$ cat config.mk
export PLATFORM = sky130hd
export DESIGN_NAME = spim_master
export DESIGN_NICKNAME = d
export VERILOG_FILES = /design/src/logic/spim_pkg.sv /design/src/logic/spim_shift_if.sv /design/src/logic/spim_master.sv /design/src/logic/spim_clk_div.sv /design/src/logic/spim_shifter.sv
export SDC_FILE = /design/constraint.sdc
export NUM_CORES = 1
export LEC_CHECK = 0
export ABC_AREA = 1
export BUFFER_PORTS_ARGS = -buffer_cell sky130_fd_sc_hd__buf_2
export CAP_MARGIN = 30
export CORE_ASPECT_RATIO = 0.8
export CORE_MARGIN = 5
export CORE_UTILIZATION = 25
export CTS_BUF_LIST = sky130_fd_sc_hd__clkbuf_4 sky130_fd_sc_hd__clkbuf_8 sky130_fd_sc_hd__clkbuf_16
export DETAILED_ROUTE_END_ITERATION = 10
export PLACE_DENSITY_LB_ADDON = 0.3
export REMOVE_ABC_BUFFERS = 1
export SETUP_SLACK_MARGIN = 0.5
export SLEW_MARGIN = 25
export SYNTH_ARGS = -nofsm -noshare
export SYNTH_HDL_FRONTEND = slang
export SYNTH_SLANG_ARGS = --single-unit
$ cat constraint.sdc
create_clock -name core_clk_i -period 2.95 [get_ports core_clk_i]
set_input_delay 0.4425 -clock core_clk_i [delete_from_list [all_inputs] [get_ports core_clk_i]]
set_output_delay 0.4425 -clock core_clk_i [all_outputs]
set_load 0.05 [all_outputs]
$ cat src/logic/spim_pkg.sv
// Shared constants of the serial master: register map, field layout, reset values, states.
// Assumes a single core clock and a word-spaced register port with byte addresses.
package spim_pkg;

	// ****************************************************************
	// Register map and fields
	// ****************************************************************
	localparam int unsigned     SPIM_ADDR_W       = 5;
	localparam int unsigned     SPIM_NUM_SEL      = 3;
	localparam logic [4:0]      SPIM_REG_CONFIG   = 5'h00;
	localparam logic [4:0]      SPIM_REG_SELECT   = 5'h04;
	localparam logic [4:0]      SPIM_REG_LENGTH   = 5'h08;
	localparam logic [4:0]      SPIM_REG_TXDATA   = 5'h0c;
	localparam logic [4:0]      SPIM_REG_RXDATA   = 5'h10;
	localparam logic [4:0]      SPIM_REG_STATUS   = 5'h14;
	localparam logic [4:0]      SPIM_REG_CONTROL  = 5'h18;

	localparam int unsigned     SPIM_CFG_COUNT    = 0;
	localparam int unsigned     SPIM_CFG_LSB      = 8;
	localparam int unsigned     SPIM_CFG_INVERT   = 9;
	localparam int unsigned     SPIM_CFG_TRAIL    = 10;
	localparam int unsigned     SPIM_CFG_DIV      = 11;
	localparam int unsigned     SPIM_CFG_IRQ_EN   = 17;
	localparam int unsigned     SPIM_CFG_AUTO     = 18;
	localparam int unsigned     SPIM_CFG_DELAY    = 19;
	localparam int unsigned     SPIM_STAT_BUSY    = 0;
	localparam int unsigned     SPIM_STAT_DONE    = 1;
	localparam int unsigned     SPIM_STAT_ENABLED = 2;
	localparam int unsigned     SPIM_CTRL_DISABLE = 0;

	// ****************************************************************
	// Limits and reset values
	// ****************************************************************
	localparam logic [7:0]      SPIM_COUNT_LIMIT  = 8'h03;
	localparam logic [1:0]      SPIM_COUNT_MAX    = 2'h3;
	localparam logic [1:0]      SPIM_RST_COUNT    = 2'h0;
	localparam logic [5:0]      SPIM_RST_DIV      = 6'h00;
	localparam logic [4:0]      SPIM_RST_LEN      = 5'h07;
	localparam logic [2:0]      SPIM_RST_MASK     = 3'h0;

	typedef enum logic [1:0] {
		SPIM_IDLE,
		SPIM_RUN,
		SPIM_DONE
	} spim_state_t;

endpackage : spim_pkg

$ cat src/logic/spim_shift_if.sv
// Bundle between the transfer sequencer and the shift engine.
// Assumes both ends run on the same core clock.
interface spim_shift_if;
	logic        load;
	logic        launch;
	logic        sample;
	logic        lsb_first;
	logic        miso;
	logic        out_bit;
	logic [4:0]  len_code;
	logic [31:0] tx_word;
	logic [31:0] rx_word;

	modport ctrl (output load, launch, sample, lsb_first, miso, len_code, tx_word,
	              input  out_bit, rx_word);
	modport engine (input  load, launch, sample, lsb_first, miso, len_code, tx_word,
	                output out_bit, rx_word);
endinterface : spim_shift_if

$ cat src/logic/spim_master.sv
// Serial master top: register port, transfer sequencer, select logic and pin drivers.
// Assumes synchronous pins and a register master that never overlaps strobes.
//
// Implementation choices: the address map and the address-and-strobe port.
module spim_master
	import spim_pkg::*;
(
	input  wire logic                   core_clk_i, // 10 MHz core clock
	input  wire logic                   rst_i,      // Synchronous reset, active high
	input  wire logic [SPIM_ADDR_W-1:0] addr_i,     // Register byte address
	input  wire logic [31:0]            wr_data_i,  // Register write data
	input  wire logic                   wr_en_i,    // Write strobe
	input  wire logic                   rd_en_i,    // Read strobe
	output logic      [31:0]            rd_data_o,  // Read data, cycle after strobe
	output logic                        sck_o,      // Serial clock
	output logic                        sck_oe_n_o, // Serial clock drive, low drives
	output logic                        mosi_o,     // Outgoing data
	output logic                        mosi_oe_n_o,// Outgoing data drive, low drives
	input  wire logic                   miso_i,     // Incoming data
	output logic      [SPIM_NUM_SEL-1:0] sel_n_o,   // Slave selects, active low
	output logic      [SPIM_NUM_SEL-1:0] sel_oe_n_o,// Select drive, low drives
	output logic                        busy_o,     // Transfer in progress
	output logic                        irq_o       // Completion interrupt, level
);

	// ****************************************************************
	// Declarations
	// ****************************************************************
	spim_state_t            state_ff;
	spim_state_t            nxt_state;
	logic                   enabled_ff;
	logic                   nxt_enabled;
	logic [1:0]             count_ff;
	logic                   lsb_ff;
	logic                   inv_ff;
	logic                   trail_ff;
	logic                   irq_en_ff;
	logic                   auto_ff;
	logic                   dly_ff;
	logic [5:0]             div_ff;
	logic [SPIM_NUM_SEL-1:0] mask_ff;
	logic [SPIM_NUM_SEL-1:0] nxt_mask;
	logic [SPIM_NUM_SEL-1:0] sel_valid;
	logic [SPIM_NUM_SEL-1:0] sel_n_ff;
	logic [SPIM_NUM_SEL-1:0] sel_oe_n_ff;
	logic                   sel_on;
	logic [4:0]             len_ff;
	logic [4:0]             run_len_ff;
	logic [31:0]            rx_data_ff;
	logic [31:0]            rd_data_ff;
	logic [31:0]            rd_mux;
	logic [6:0]             half_ff;
	logic [6:0]             two_len;
	logic [6:0]             last_half;
	logic                   run_now;
	logic                   tick;
	logic                   toggle;
	logic                   fin;
	logic                   sck_ff;
	logic                   sck_oe_n_ff;
	logic                   mosi_oe_n_ff;
	logic                   busy_ff;
	logic                   done_ff;
	logic                   nxt_done;
	logic                   irq_ff;
	logic                   cfg_wr;
	logic                   sel_wr;
	logic                   len_wr;
	logic                   tx_wr;
	logic                   stat_wr;
	logic                   ctrl_wr;
	logic                   start;
	logic [6:0]             edge_cnt_ff;
	logic [5:0]             samp_cnt_ff;

	spim_shift_if sh ();

	// ****************************************************************
	// Register writes
	// ****************************************************************
	assign cfg_wr  = wr_en_i && (addr_i == SPIM_REG_CONFIG);
	assign sel_wr  = wr_en_i && (addr_i == SPIM_REG_SELECT);
	assign len_wr  = wr_en_i && (addr_i == SPIM_REG_LENGTH);
	assign tx_wr   = wr_en_i && (addr_i == SPIM_REG_TXDATA);
	assign stat_wr = wr_en_i && (addr_i == SPIM_REG_STATUS);
	assign ctrl_wr = wr_en_i && (addr_i == SPIM_REG_CONTROL);
	// Data written while busy or disabled is dropped, so a running word is never corrupted
	assign start   = tx_wr && enabled_ff && (state_ff == SPIM_IDLE);

	always_comb begin
		nxt_enabled = enabled_ff;
		if (cfg_wr) begin
			nxt_enabled = 1'b1;
		end else if (ctrl_wr && wr_data_i[SPIM_CTRL_DISABLE]) begin
			nxt_enabled = 1'b0;
		end
	end

	always_comb begin
		nxt_mask = mask_ff;
		if (sel_wr) begin
			nxt_mask = wr_data_i[SPIM_NUM_SEL-1:0];
		end
	end

	always_ff @(posedge core_clk_i) begin
		if (rst_i) begin
			enabled_ff <= 1'b0;
			count_ff   <= SPIM_RST_COUNT;
			lsb_ff     <= 1'b0;
			inv_ff     <= 1'b0;
			trail_ff   <= 1'b0;
			div_ff     <= SPIM_RST_DIV;
			irq_en_ff  <= 1'b0;
			auto_ff    <= 1'b0;
			dly_ff     <= 1'b0;
			mask_ff    <= SPIM_RST_MASK;
			len_ff     <= SPIM_RST_LEN;
		end else begin
			enabled_ff <= nxt_enabled;
			mask_ff    <= nxt_mask;
			if (cfg_wr) begin
				if (wr_data_i[SPIM_CFG_COUNT +: 8] > SPIM_COUNT_LIMIT) begin
					count_ff <= SPIM_COUNT_MAX;
				end else begin
					count_ff <= wr_data_i[SPIM_CFG_COUNT +: 2];
				end
				lsb_ff    <= wr_data_i[SPIM_CFG_LSB];
				inv_ff    <= wr_data_i[SPIM_CFG_INVERT];
				trail_ff  <= wr_data_i[SPIM_CFG_TRAIL];
				div_ff    <= wr_data_i[SPIM_CFG_DIV +: 6];
				irq_en_ff <= wr_data_i[SPIM_CFG_IRQ_EN];
				auto_ff   <= wr_data_i[SPIM_CFG_AUTO];
				dly_ff    <= wr_data_i[SPIM_CFG_DELAY];
			end
			if (len_wr) begin
				len_ff <= wr_data_i[4:0];
			end
		end
	end

	// ****************************************************************
	// Register reads
	// ****************************************************************
	always_comb begin
		rd_mux = '0;
		if (addr_i == SPIM_REG_CONFIG) begin
			rd_mux[SPIM_CFG_COUNT +: 2] = count_ff;
			rd_mux[SPIM_CFG_LSB]        = lsb_ff;
			rd_mux[SPIM_CFG_INVERT]     = inv_ff;
			rd_mux[SPIM_CFG_TRAIL]      = trail_ff;
			rd_mux[SPIM_CFG_DIV +: 6]   = div_ff;
			rd_mux[SPIM_CFG_IRQ_EN]     = irq_en_ff;
			rd_mux[SPIM_CFG_AUTO]       = auto_ff;
			rd_mux[SPIM_CFG_DELAY]      = dly_ff;
		end else if (addr_i == SPIM_REG_SELECT) begin
			rd_mux[SPIM_NUM_SEL-1:0] = mask_ff;
		end else if (addr_i == SPIM_REG_LENGTH) begin
			rd_mux[4:0] = len_ff;
		end else if (addr_i == SPIM_REG_RXDATA) begin
			rd_mux = rx_data_ff;
		end else if (addr_i == SPIM_REG_STATUS) begin
			rd_mux[SPIM_STAT_BUSY]    = busy_ff;
			rd_mux[SPIM_STAT_DONE]    = done_ff;
			rd_mux[SPIM_STAT_ENABLED] = enabled_ff;
		end
	end

	always_ff @(posedge core_clk_i) begin
		if (rst_i || !rd_en_i) begin
			rd_data_ff <= '0;
		end else begin
			rd_data_ff <= rd_mux;
		end
	end

	// ****************************************************************
	// Transfer sequencer
	// ****************************************************************
	always_comb begin
		nxt_state = state_ff;
		case (state_ff)
			SPIM_IDLE: begin
				if (start) begin
					nxt_state = SPIM_RUN;
				end
			end
			SPIM_RUN: begin
				if (fin) begin
					nxt_state = SPIM_DONE;
				end
			end
			default: begin
				nxt_state = SPIM_IDLE;
			end
		endcase
		// Disable aborts a running word without a completion
		if (!nxt_enabled) begin
			nxt_state = SPIM_IDLE;
		end
	end

	always_ff @(posedge core_clk_i) begin
		if (rst_i) begin
			state_ff   <= SPIM_IDLE;
			half_ff    <= '0;
			run_len_ff <= SPIM_RST_LEN;
		end else begin
			state_ff <= nxt_state;
			if (start) begin
				half_ff    <= '0;
				run_len_ff <= len_ff;
			end else if (run_now && tick) begin
				half_ff <= half_ff + 7'h01;
			end
		end
	end

	spim_clk_div #(
		.DIV_W      (6)
	) u_div (
		.core_clk_i (core_clk_i),
		.rst_i      (rst_i),
		.clear_i    (!run_now),
		.divisor_i  (div_ff),
		.tick_o     (tick)
	);

	// Half periods are numbered from 0; a word of L bits spans 2L clock edges
	assign run_now   = (state_ff == SPIM_RUN);
	assign two_len   = {1'b0, run_len_ff, 1'b0} + 7'h02;
	// Late capture in trailing mode needs one extra half period after the last edge
	assign last_half = two_len - 7'h01 + {6'h00, trail_ff & dly_ff};
	assign toggle    = run_now && tick && (half_ff < two_len);
	assign fin       = run_now && tick && (half_ff == last_half);

	assign sh.load      = start;
	assign sh.lsb_first = lsb_ff;
	assign sh.len_code  = start ? len_ff : run_len_ff;
	assign sh.tx_word   = wr_data_i;
	assign sh.miso      = miso_i;
	assign sh.sample    = run_now && tick && (half_ff[0] == (trail_ff ^ dly_ff))
	                      && !(trail_ff && dly_ff && (half_ff == 7'h00));
	assign sh.launch    = run_now && tick && (half_ff[0] != trail_ff) && (half_ff != 7'h00)
	                      && (half_ff < two_len - 7'h01);

	spim_shifter u_shift (
		.core_clk_i (core_clk_i),
		.rst_i      (rst_i),
		.sh_io      (sh)
	);

	// ****************************************************************
	// Pins, status and completion
	// ****************************************************************
	genvar gi;
	generate
		for (gi = 0; gi < SPIM_NUM_SEL; gi++) begin : g_sel
			assign sel_valid[gi] = (2'(gi) <= count_ff);
		end
	endgenerate

	assign sel_on = nxt_enabled && (!auto_ff || (nxt_state != SPIM_IDLE));

	always_ff @(posedge core_clk_i) begin
		if (rst_i) begin
			sck_ff       <= 1'b0;
			sck_oe_n_ff  <= 1'b1;
			mosi_oe_n_ff <= 1'b1;
			sel_n_ff     <= '1;
			sel_oe_n_ff  <= '1;
			busy_ff      <= 1'b0;
		end else begin
			sck_oe_n_ff  <= !nxt_enabled;
			mosi_oe_n_ff <= !nxt_enabled;
			sel_oe_n_ff  <= nxt_enabled ? ~sel_valid : '1;
			sel_n_ff     <= ~(nxt_mask & sel_valid & {SPIM_NUM_SEL{sel_on}});
			busy_ff      <= (nxt_state != SPIM_IDLE);
			if (!run_now) begin
				sck_ff <= inv_ff;
			end else if (toggle) begin
				sck_ff <= !sck_ff;
			end
		end
	end

	// A completion landing on a clearing write still sets the flag
	assign nxt_done = (state_ff == SPIM_DONE)
	                  || (done_ff && !(stat_wr && wr_data_i[SPIM_STAT_DONE]));

	always_ff @(posedge core_clk_i) begin
		if (rst_i) begin
			done_ff    <= 1'b0;
			irq_ff     <= 1'b0;
			rx_data_ff <= '0;
		end else begin
			done_ff <= nxt_done;
			irq_ff  <= nxt_done && irq_en_ff;
			if (state_ff == SPIM_DONE) begin
				rx_data_ff <= sh.rx_word;
			end
		end
	end

	assign rd_data_o   = rd_data_ff;
	assign sck_o       = sck_ff;
	assign sck_oe_n_o  = sck_oe_n_ff;
	assign mosi_o      = sh.out_bit;
	assign mosi_oe_n_o = mosi_oe_n_ff;
	assign sel_n_o     = sel_n_ff;
	assign sel_oe_n_o  = sel_oe_n_ff;
	assign busy_o      = busy_ff;
	assign irq_o       = irq_ff;

	// ****************************************************************
	// Checks
	// ****************************************************************
	always_ff @(posedge core_clk_i) begin
		if (rst_i || start) begin
			edge_cnt_ff <= '0;
			samp_cnt_ff <= '0;
		end else begin
			if (toggle) begin
				edge_cnt_ff <= edge_cnt_ff + 7'h01;
			end
			if (sh.sample) begin
				samp_cnt_ff <= samp_cnt_ff + 6'h01;
			end
		end
	end
endmodule : spim_master

$ cat src/logic/spim_clk_div.sv
// Half-period enable for the serial clock: one tick every max(divisor,1) core cycles.
// Assumes clear_i is held while no transfer runs, so each transfer starts a fresh count.
module spim_clk_div #(
	parameter int unsigned DIV_W = 6
) (
	input  wire logic             core_clk_i, // Core clock
	input  wire logic             rst_i,      // Synchronous reset, active high
	input  wire logic             clear_i,    // Hold counter at zero
	input  wire logic [DIV_W-1:0] divisor_i,  // Half period in core cycles
	output logic                  tick_o      // One-cycle half-period pulse
);
	logic [DIV_W-1:0] cnt_ff;

	always_ff @(posedge core_clk_i) begin
		if (rst_i || clear_i) begin
			cnt_ff <= '0;
			tick_o <= 1'b0;
		end else if (cnt_ff + 1'b1 >= divisor_i) begin
			cnt_ff <= '0;
			tick_o <= 1'b1;
		end else begin
			cnt_ff <= cnt_ff + 1'b1;
			tick_o <= 1'b0;
		end
	end
endmodule : spim_clk_div

$ cat src/logic/spim_shifter.sv
// Shift engine: parallel load, bit-serial launch and capture, right-aligned result.
// Assumes load, launch and sample are one-cycle strobes from the sequencer.
module spim_shifter (
	input  wire logic    core_clk_i, // Core clock
	input  wire logic    rst_i,      // Synchronous reset, active high
	spim_shift_if.engine sh_io       // Sequencer side
);
	logic [31:0] tx_ff;
	logic [31:0] nxt_tx;
	logic [31:0] rx_ff;
	logic [4:0]  shamt;

	// Unused upper bits of the word are pushed out or ignored by this shift
	assign shamt = 5'h1f - sh_io.len_code;

	always_comb begin
		nxt_tx = tx_ff;
		if (sh_io.load) begin
			nxt_tx = sh_io.lsb_first ? sh_io.tx_word : (sh_io.tx_word << shamt);
		end else if (sh_io.launch) begin
			nxt_tx = sh_io.lsb_first ? (tx_ff >> 1) : (tx_ff << 1);
		end
	end

	always_ff @(posedge core_clk_i) begin
		if (rst_i) begin
			tx_ff          <= '0;
			sh_io.out_bit  <= 1'b0;
		end else begin
			tx_ff          <= nxt_tx;
			sh_io.out_bit  <= sh_io.lsb_first ? nxt_tx[0] : nxt_tx[31];
		end
	end

	always_ff @(posedge core_clk_i) begin
		if (rst_i || sh_io.load) begin
			rx_ff <= '0;
		end else if (sh_io.sample) begin
			rx_ff <= sh_io.lsb_first ? {sh_io.miso, rx_ff[31:1]} : {rx_ff[30:0], sh_io.miso};
		end
	end

	assign sh_io.rx_word = sh_io.lsb_first ? (rx_ff >> shamt) : rx_ff;
endmodule : spim_shifter

* Word level (Yosys, flattened, before mapping) *
Cells that the tools add are included.

storage, ports and cells
  bits in registers = 184
  bits in latches = 0
  bits in writable memories = 0
  memory bits (read-only) = 0
  input bits = 42
  output and inout port bits = 44
  memories = 0

cells by class
  add/subtract/negate cells = 6
  multipliers = 0
  div/mod/pow operators = 0
  magnitude comparators = 7
  equality and inequality tests = 12
  shift operators = 2
  muxes and demuxes = 28
  bitwise operators = 8
  reduce and logical (&&, ||, !) cells = 47

operators by type and width
  operator             count
  $mux 32              6
  $mux 17              2
  $shl 32x5->32        1
  $shr 32x5->32        1
  $logic_and 1x1->1    23
  $eq 5x5->1 const B   3
  $mux 15              1
  $lt 7x7->1           2
  $mux 12              1
  $mux 3               4
  $eq 5x4->1 const B   2
  $mux 2               5
  $mux 5               2
  $gt 8x2->1 const B   1
  $reduce_or 2->1      4
  $add 6x2->7 const B  1
  $add 7x1->7          1
  $add 7x1->7 const B  1
  $eq 7x7->1           1
  $logic_not 1->1      7
  $logic_not 7->1      1
  $reduce_bool 7->1    1
  $sub 7x1->7 const B  1
  $add 6x1->6 const B  1
  23 further kinds     37

* Depth between registers and ports, before layout *
  depth in word-level cells = 13
  gate-level depth with buffers = 22
  mapped depth without buffers = 21

* Hierarchy *
Synthesis repeated with hierarchy kept, for this count alone.

unflattened totals
  cells, all modules = 1,910
  area total of the unflattened synthesis = 11,950.2 µm²

modules (own cells, without submodules)
  module        instances  cells an instance  area each (µm²)
  spim_shifter  1          1,223              6,732.7
  spim_master   1          625                4,768.3
  spim_clk_div  1          62                 449.2

* Worst setup path after synthesis *
No wires, ideal clock.

  kind = register to register
  from = register run_len_ff[0]
  to = register u_shift.tx_ff[17]
  setup time = 0.122 ns
  arrival = 2.868 ns
  required time = 2.828 ns
  slack = -0.040 ns
  cell stages (with the launch flop) = 18
  clock period less this slack = 2.990 ns
  cell sequence = dfxtp_1 > ha_1 > nand2_1 > nor2_1 > xor2_1 > nand3_1 > xor2_1 > ha_1 > a21oi_1 > o21a_1 > nand4_1 > inv_2 > clkbuf_1 > o211ai_1 > o21ai_0 > nand2_1 > nand2_1 > a21oi_1

between the ends
  word-level cells in the longest chain between the ends = 5
  elaborated cells between the ends (all ways) = 10
  those cells by class = add/sub: 3; order compare: 1; shift: 1; mux: 3; reduce/logical: 2

RTL lines
  what                                                    line                                    text
  start: declaration                                      spim_master.sv:48                       logic [4:0] run_len_ff;
  start signal: assignment                                spim_master.sv:212                      run_len_ff <= len_ff;
  $add 6x2->7 or $mux 5 (tied branches)                   --
  $sub 7x1->7 or $sub 5x5->5 (tied branches)              spim_master.sv:245, spim_shifter.sv:14
  $lt 7x7->1 or $shl 32x5->32 (tied branches)             spim_master.sv:245, spim_shifter.sv:19
  $logic_and 1x1->1 or $mux 32 (tied branches)            spim_master.sv:245, spim_shifter.sv:19
  $reduce_bool 2->1 (no line) or $mux 32 (tied branches)  --
  end signal: assignment                                  spim_shifter.sv:30                      tx_ff <= nxt_tx;
  end: declaration                                        spim_shifter.sv:8                       logic [31:0] tx_ff;

Several ways; a longest one is shown, not always the timed one.
A chain may end at the register's enable or synchronous reset.

* Final worst setup path *
  from = register run_len_ff[0]
  to = register u_shift.tx_ff[27]

Same word-level chain as after synthesis.

==> impl_metrics.toml <==
[cts]
cts_hold_buf = 0
cts_tree = "yes"
numCtsBuffers = 17
clock_path_buffers = 2
htreeDepth = 4
clock_latency_ps = 460
clk_pin_slew_worst_paths_ps = 70
root_buffer = "clkbuf_16"
numClockSinks = 184

[yosys]
syn_inst = 1861
ys.flop_type = "dfxtp_1"
avgSynthCellArea_um2 = 6.32
syn_area_um2 = 11800
synth_top_cell_by_area = "dfxtp_1"
ys_seq_area_share_pct = 31.3
yosys_warnings = 0
synth-async-reset-ratio_pct = 0
netlist_top_cells_count = "nand2_1 (470), nand3_1 (199), dfxtp_1 (184), inv_1 (168), o21ai_0 (166)"
ys_seq_elements = 184
synth.area.top_cells = "dfxtp_1 (31%), nand2_1 (15%), nand3_1 (8.5%)"
yosysMostFrequentCell = "nand2_1"
synth_edf_count = 0
synth_top_area_share_pct = 31.3
synth_cell_type_count = 53

[placement]
dp_hpwl_um = 33800
gp_congestion = 0.945
portBuffers = 85
placed_cell_area_um2 = 13100

[sta]
rsz0062_at_grt = "yes"
worst_pin_slew_ps = 610
fmax_ghz = 0.359
fin_crit_sh_pct = 94.5
fin_crit_ps = 2790
relSlewSlack_pct = 59.0
finalMaxSlewViolations = 0
setup_viol = 0
holdWs_ps = 300
finalClockSkew_ps = 15.1
hold_violations = 0

[setup_path]
required_ps = 3310
crit_arrival_ps = 3150
setup.worst_path.class = "reg -> reg"
critPathCaptureType = "flip-flop"
worstSetupEndpoint = "u_shift.tx_ff[27]"
cp-startpoint = "run_len_ff[0]"
worst_setup_path_start_kind = "flip-flop"
crit_fanout = 11
ff2ff_setup_slack_ps = 160
rr_worst_depth = 17
r2r_end = "u_shift.tx_ff[27]"
r2r_start = "run_len_ff[0]"

[route]
drtAntennaViolNets = 0
vias = 13300
drc_errors = 0
drt_wl_total_um = 48300
drt_first_pass_iters = 6
wl_per_cell_um = 18.5
drtIter0Drc = 1407
viasPerCell = 5.07

[layout]
synthToLayoutAreaGrowth_pct = 31.1
final_area_um2 = 15400
finalNetCount = 2049
layout-drive-gt1-share_pct = 22.7

[run]
cap_violations = 0

[floorplan]
rows = 71
coreArea_um2 = 46700
dieArea_um2 = 51500
ios = 86
die_y_um = 204
start_util_pct = 25.2
fp.dieW_um = 252

[status]
outcome = "finished, final reports clean"

[grt]
overflow = 0
antenna_found_initial = 2
grt_usage_pct = 17.1
grt_pass1_wl_um = 69600
grt_pass1_vias = 11800
grt_max_degree = 57

[worst_hold_path]
holdCritPathClass = "in -> reg"

[power_and_ir_drop]
power.density_nw_per_um2 = 339
cellLeakagePower_nw = 6.21
vdd_ir_drop_max_v = 0.000315
[cells by family (layout without fill, tap and decap cells)]
| kind of cell | count (synthesis) | after routing | share of synthesized area, % |
|---|---|---|---|
| mux | 2 | 2 | 0.277 |
| compound gates | 489 | 489 | 23.3 |
| simple gates | 847 | 847 | 30.7 |
| other cells | 0 | 2 | 0 |
| fa+ha+maj | 24 | 24 | 2.55 |
| xor+xnor | 19 | 19 | 1.48 |
| flops | 184 | 184 | 31.3 |
| buf+inv | 296 | 431 | 10.4 |
[flip-flops by register name, indices dropped and copies added, names as in the netlist, 2 cells and up]
| name | flops |
|---|---|
| count_ff | 2 |
| div_ff | 6 |
| half_ff | 7 |
| len_ff | 5 |
| mask_ff | 3 |
| rd_data_o | 32 |
| run_len_ff | 5 |
| rx_data_ff | 32 |
| sel_n_o | 3 |
| sel_oe_n_o | 3 |
| state_ff | 2 |
| u_div.cnt_ff | 6 |
| u_shift.rx_ff | 32 |
| u_shift.tx_ff | 32 |
[worst min path at each step]
stage	from	to	slack, ps	cells after the start
2_1_floorplan	rx_data_ff[20]	rd_data_o[20]	410	2
3_3_place_gp	rx_data_ff[21]	rd_data_o[21]	420	2
3_5_place_dp	rx_data_ff[21]	rd_data_o[21]	420	2
4_1_cts	wr_data_i[17]	irq_en_ff	280	3
5_1_grt	wr_data_i[17]	irq_en_ff	290	3
6_report	miso_i	u_shift.rx_ff[0]	300	3
[through the flow]
step | setup slack, ps | total power [W] | instances | setup TNS (ps) | utilization, %
3_5_place_dp | -75.8 | 0.00283 | 2516 | -215 | 28.0
5_1_grt | 27.0 | 0.00540 | 2617 | 0 | 33.0
6_report | 162 | 0.00522 | 2618 | 0 | 33.0
4_1_cts | 197 | 0.00525 | 2557 | 0 | 29.7
2_1_floorplan | -2080 | 0.00268 | 1741 | -130760 | -
3_3_place_gp | 25.4 | 0.00283 | 2516 | 0 | 28.0
[critical path, cell delays in order (launching register included)]
cell and delay [ps]:
dfxtp_4 370, ha_4 170, nand2_4 80, nor2_4 40, xor2_2 150, buf_4 140
buf_6 110, xnor2_2 120, ha_1 280, nand2_1 70, o21a_1 190, nand4_1 100
buf_6 140, buf_4 200, a21oi_1 60, o31ai_1 250, o21bai_1 150, inv_1 50
[repair_timing]
action | in CTS | in global routing
pin swaps | 14 | 87
cloned | 1 | 13
endpoints found under the setup margin | 43 | 66
setup buffers | 8 | 46
gates resized for setup | 53 | 223
[layout by cell type, fill, tap and decap left out, types with 4 or more instances in the layout]
cell type     n
a21oi_1     142
a21oi_2      23
a221oi_1      4
a31oi_1      29
and2_1        4
buf_12       17
buf_2        85
buf_4        78
buf_6        28
buf_8         5
clkbuf_16    26
clkinvlp_4    4
dfxtp_1     177
dfxtp_2       4
ha_1         21
inv_1       162
inv_2        10
inv_6         4
nand2_1     444
nand2_2      25
nand2_4       6
nand2_8       4
nand3_1     171
nand3_2      29
nand4_1       8
nor2_1      117
nor2_2        8
nor2_4        6
nor3_1        8
o211ai_1     41
o21a_1       12
o21ai_0     120
o21ai_1      38
o21ai_2      45
o21ai_4      14
o21bai_1      4
or2_1         6
xnor2_1       5
xor2_1       11
[metal layers]
metal / global-route usage, % / share of wire (%) / wire (µm) / vias to the layer above
met5: 0 / 0 / 0 / -
met4: 3.16 / 1.7 / 809 / 0
met3: 3.05 / 8.3 / 4020 / 50
met2: 25.0 / 42 / 20300 / 517
met1: 26.2 / 48 / 23200 / 6228
li1: - / - / - / 6469
[power by group]
group / leakage (nW) / switching [W] / internal (W) / total (W)
clock: 0.286 / 0.00112 / 0.00133 / 0.00245
sequential: 1.48 / 0.00000661 / 0.00248 / 0.00249
combinational: 4.44 / 0.000207 / 0.0000782 / 0.000285
[final cells by class]
type                    count  area [µm²]
fillers                  5114       31300
multi-input cells        1381        7660
flip-flops and latches    184        3700
repair buffers            223        1990
well taps                 620         776
inverters                 176         673
clock buffers              20         467
clock inverters            12         139
diodes                      2        5.00
Power figures use the tool's default switching activity.
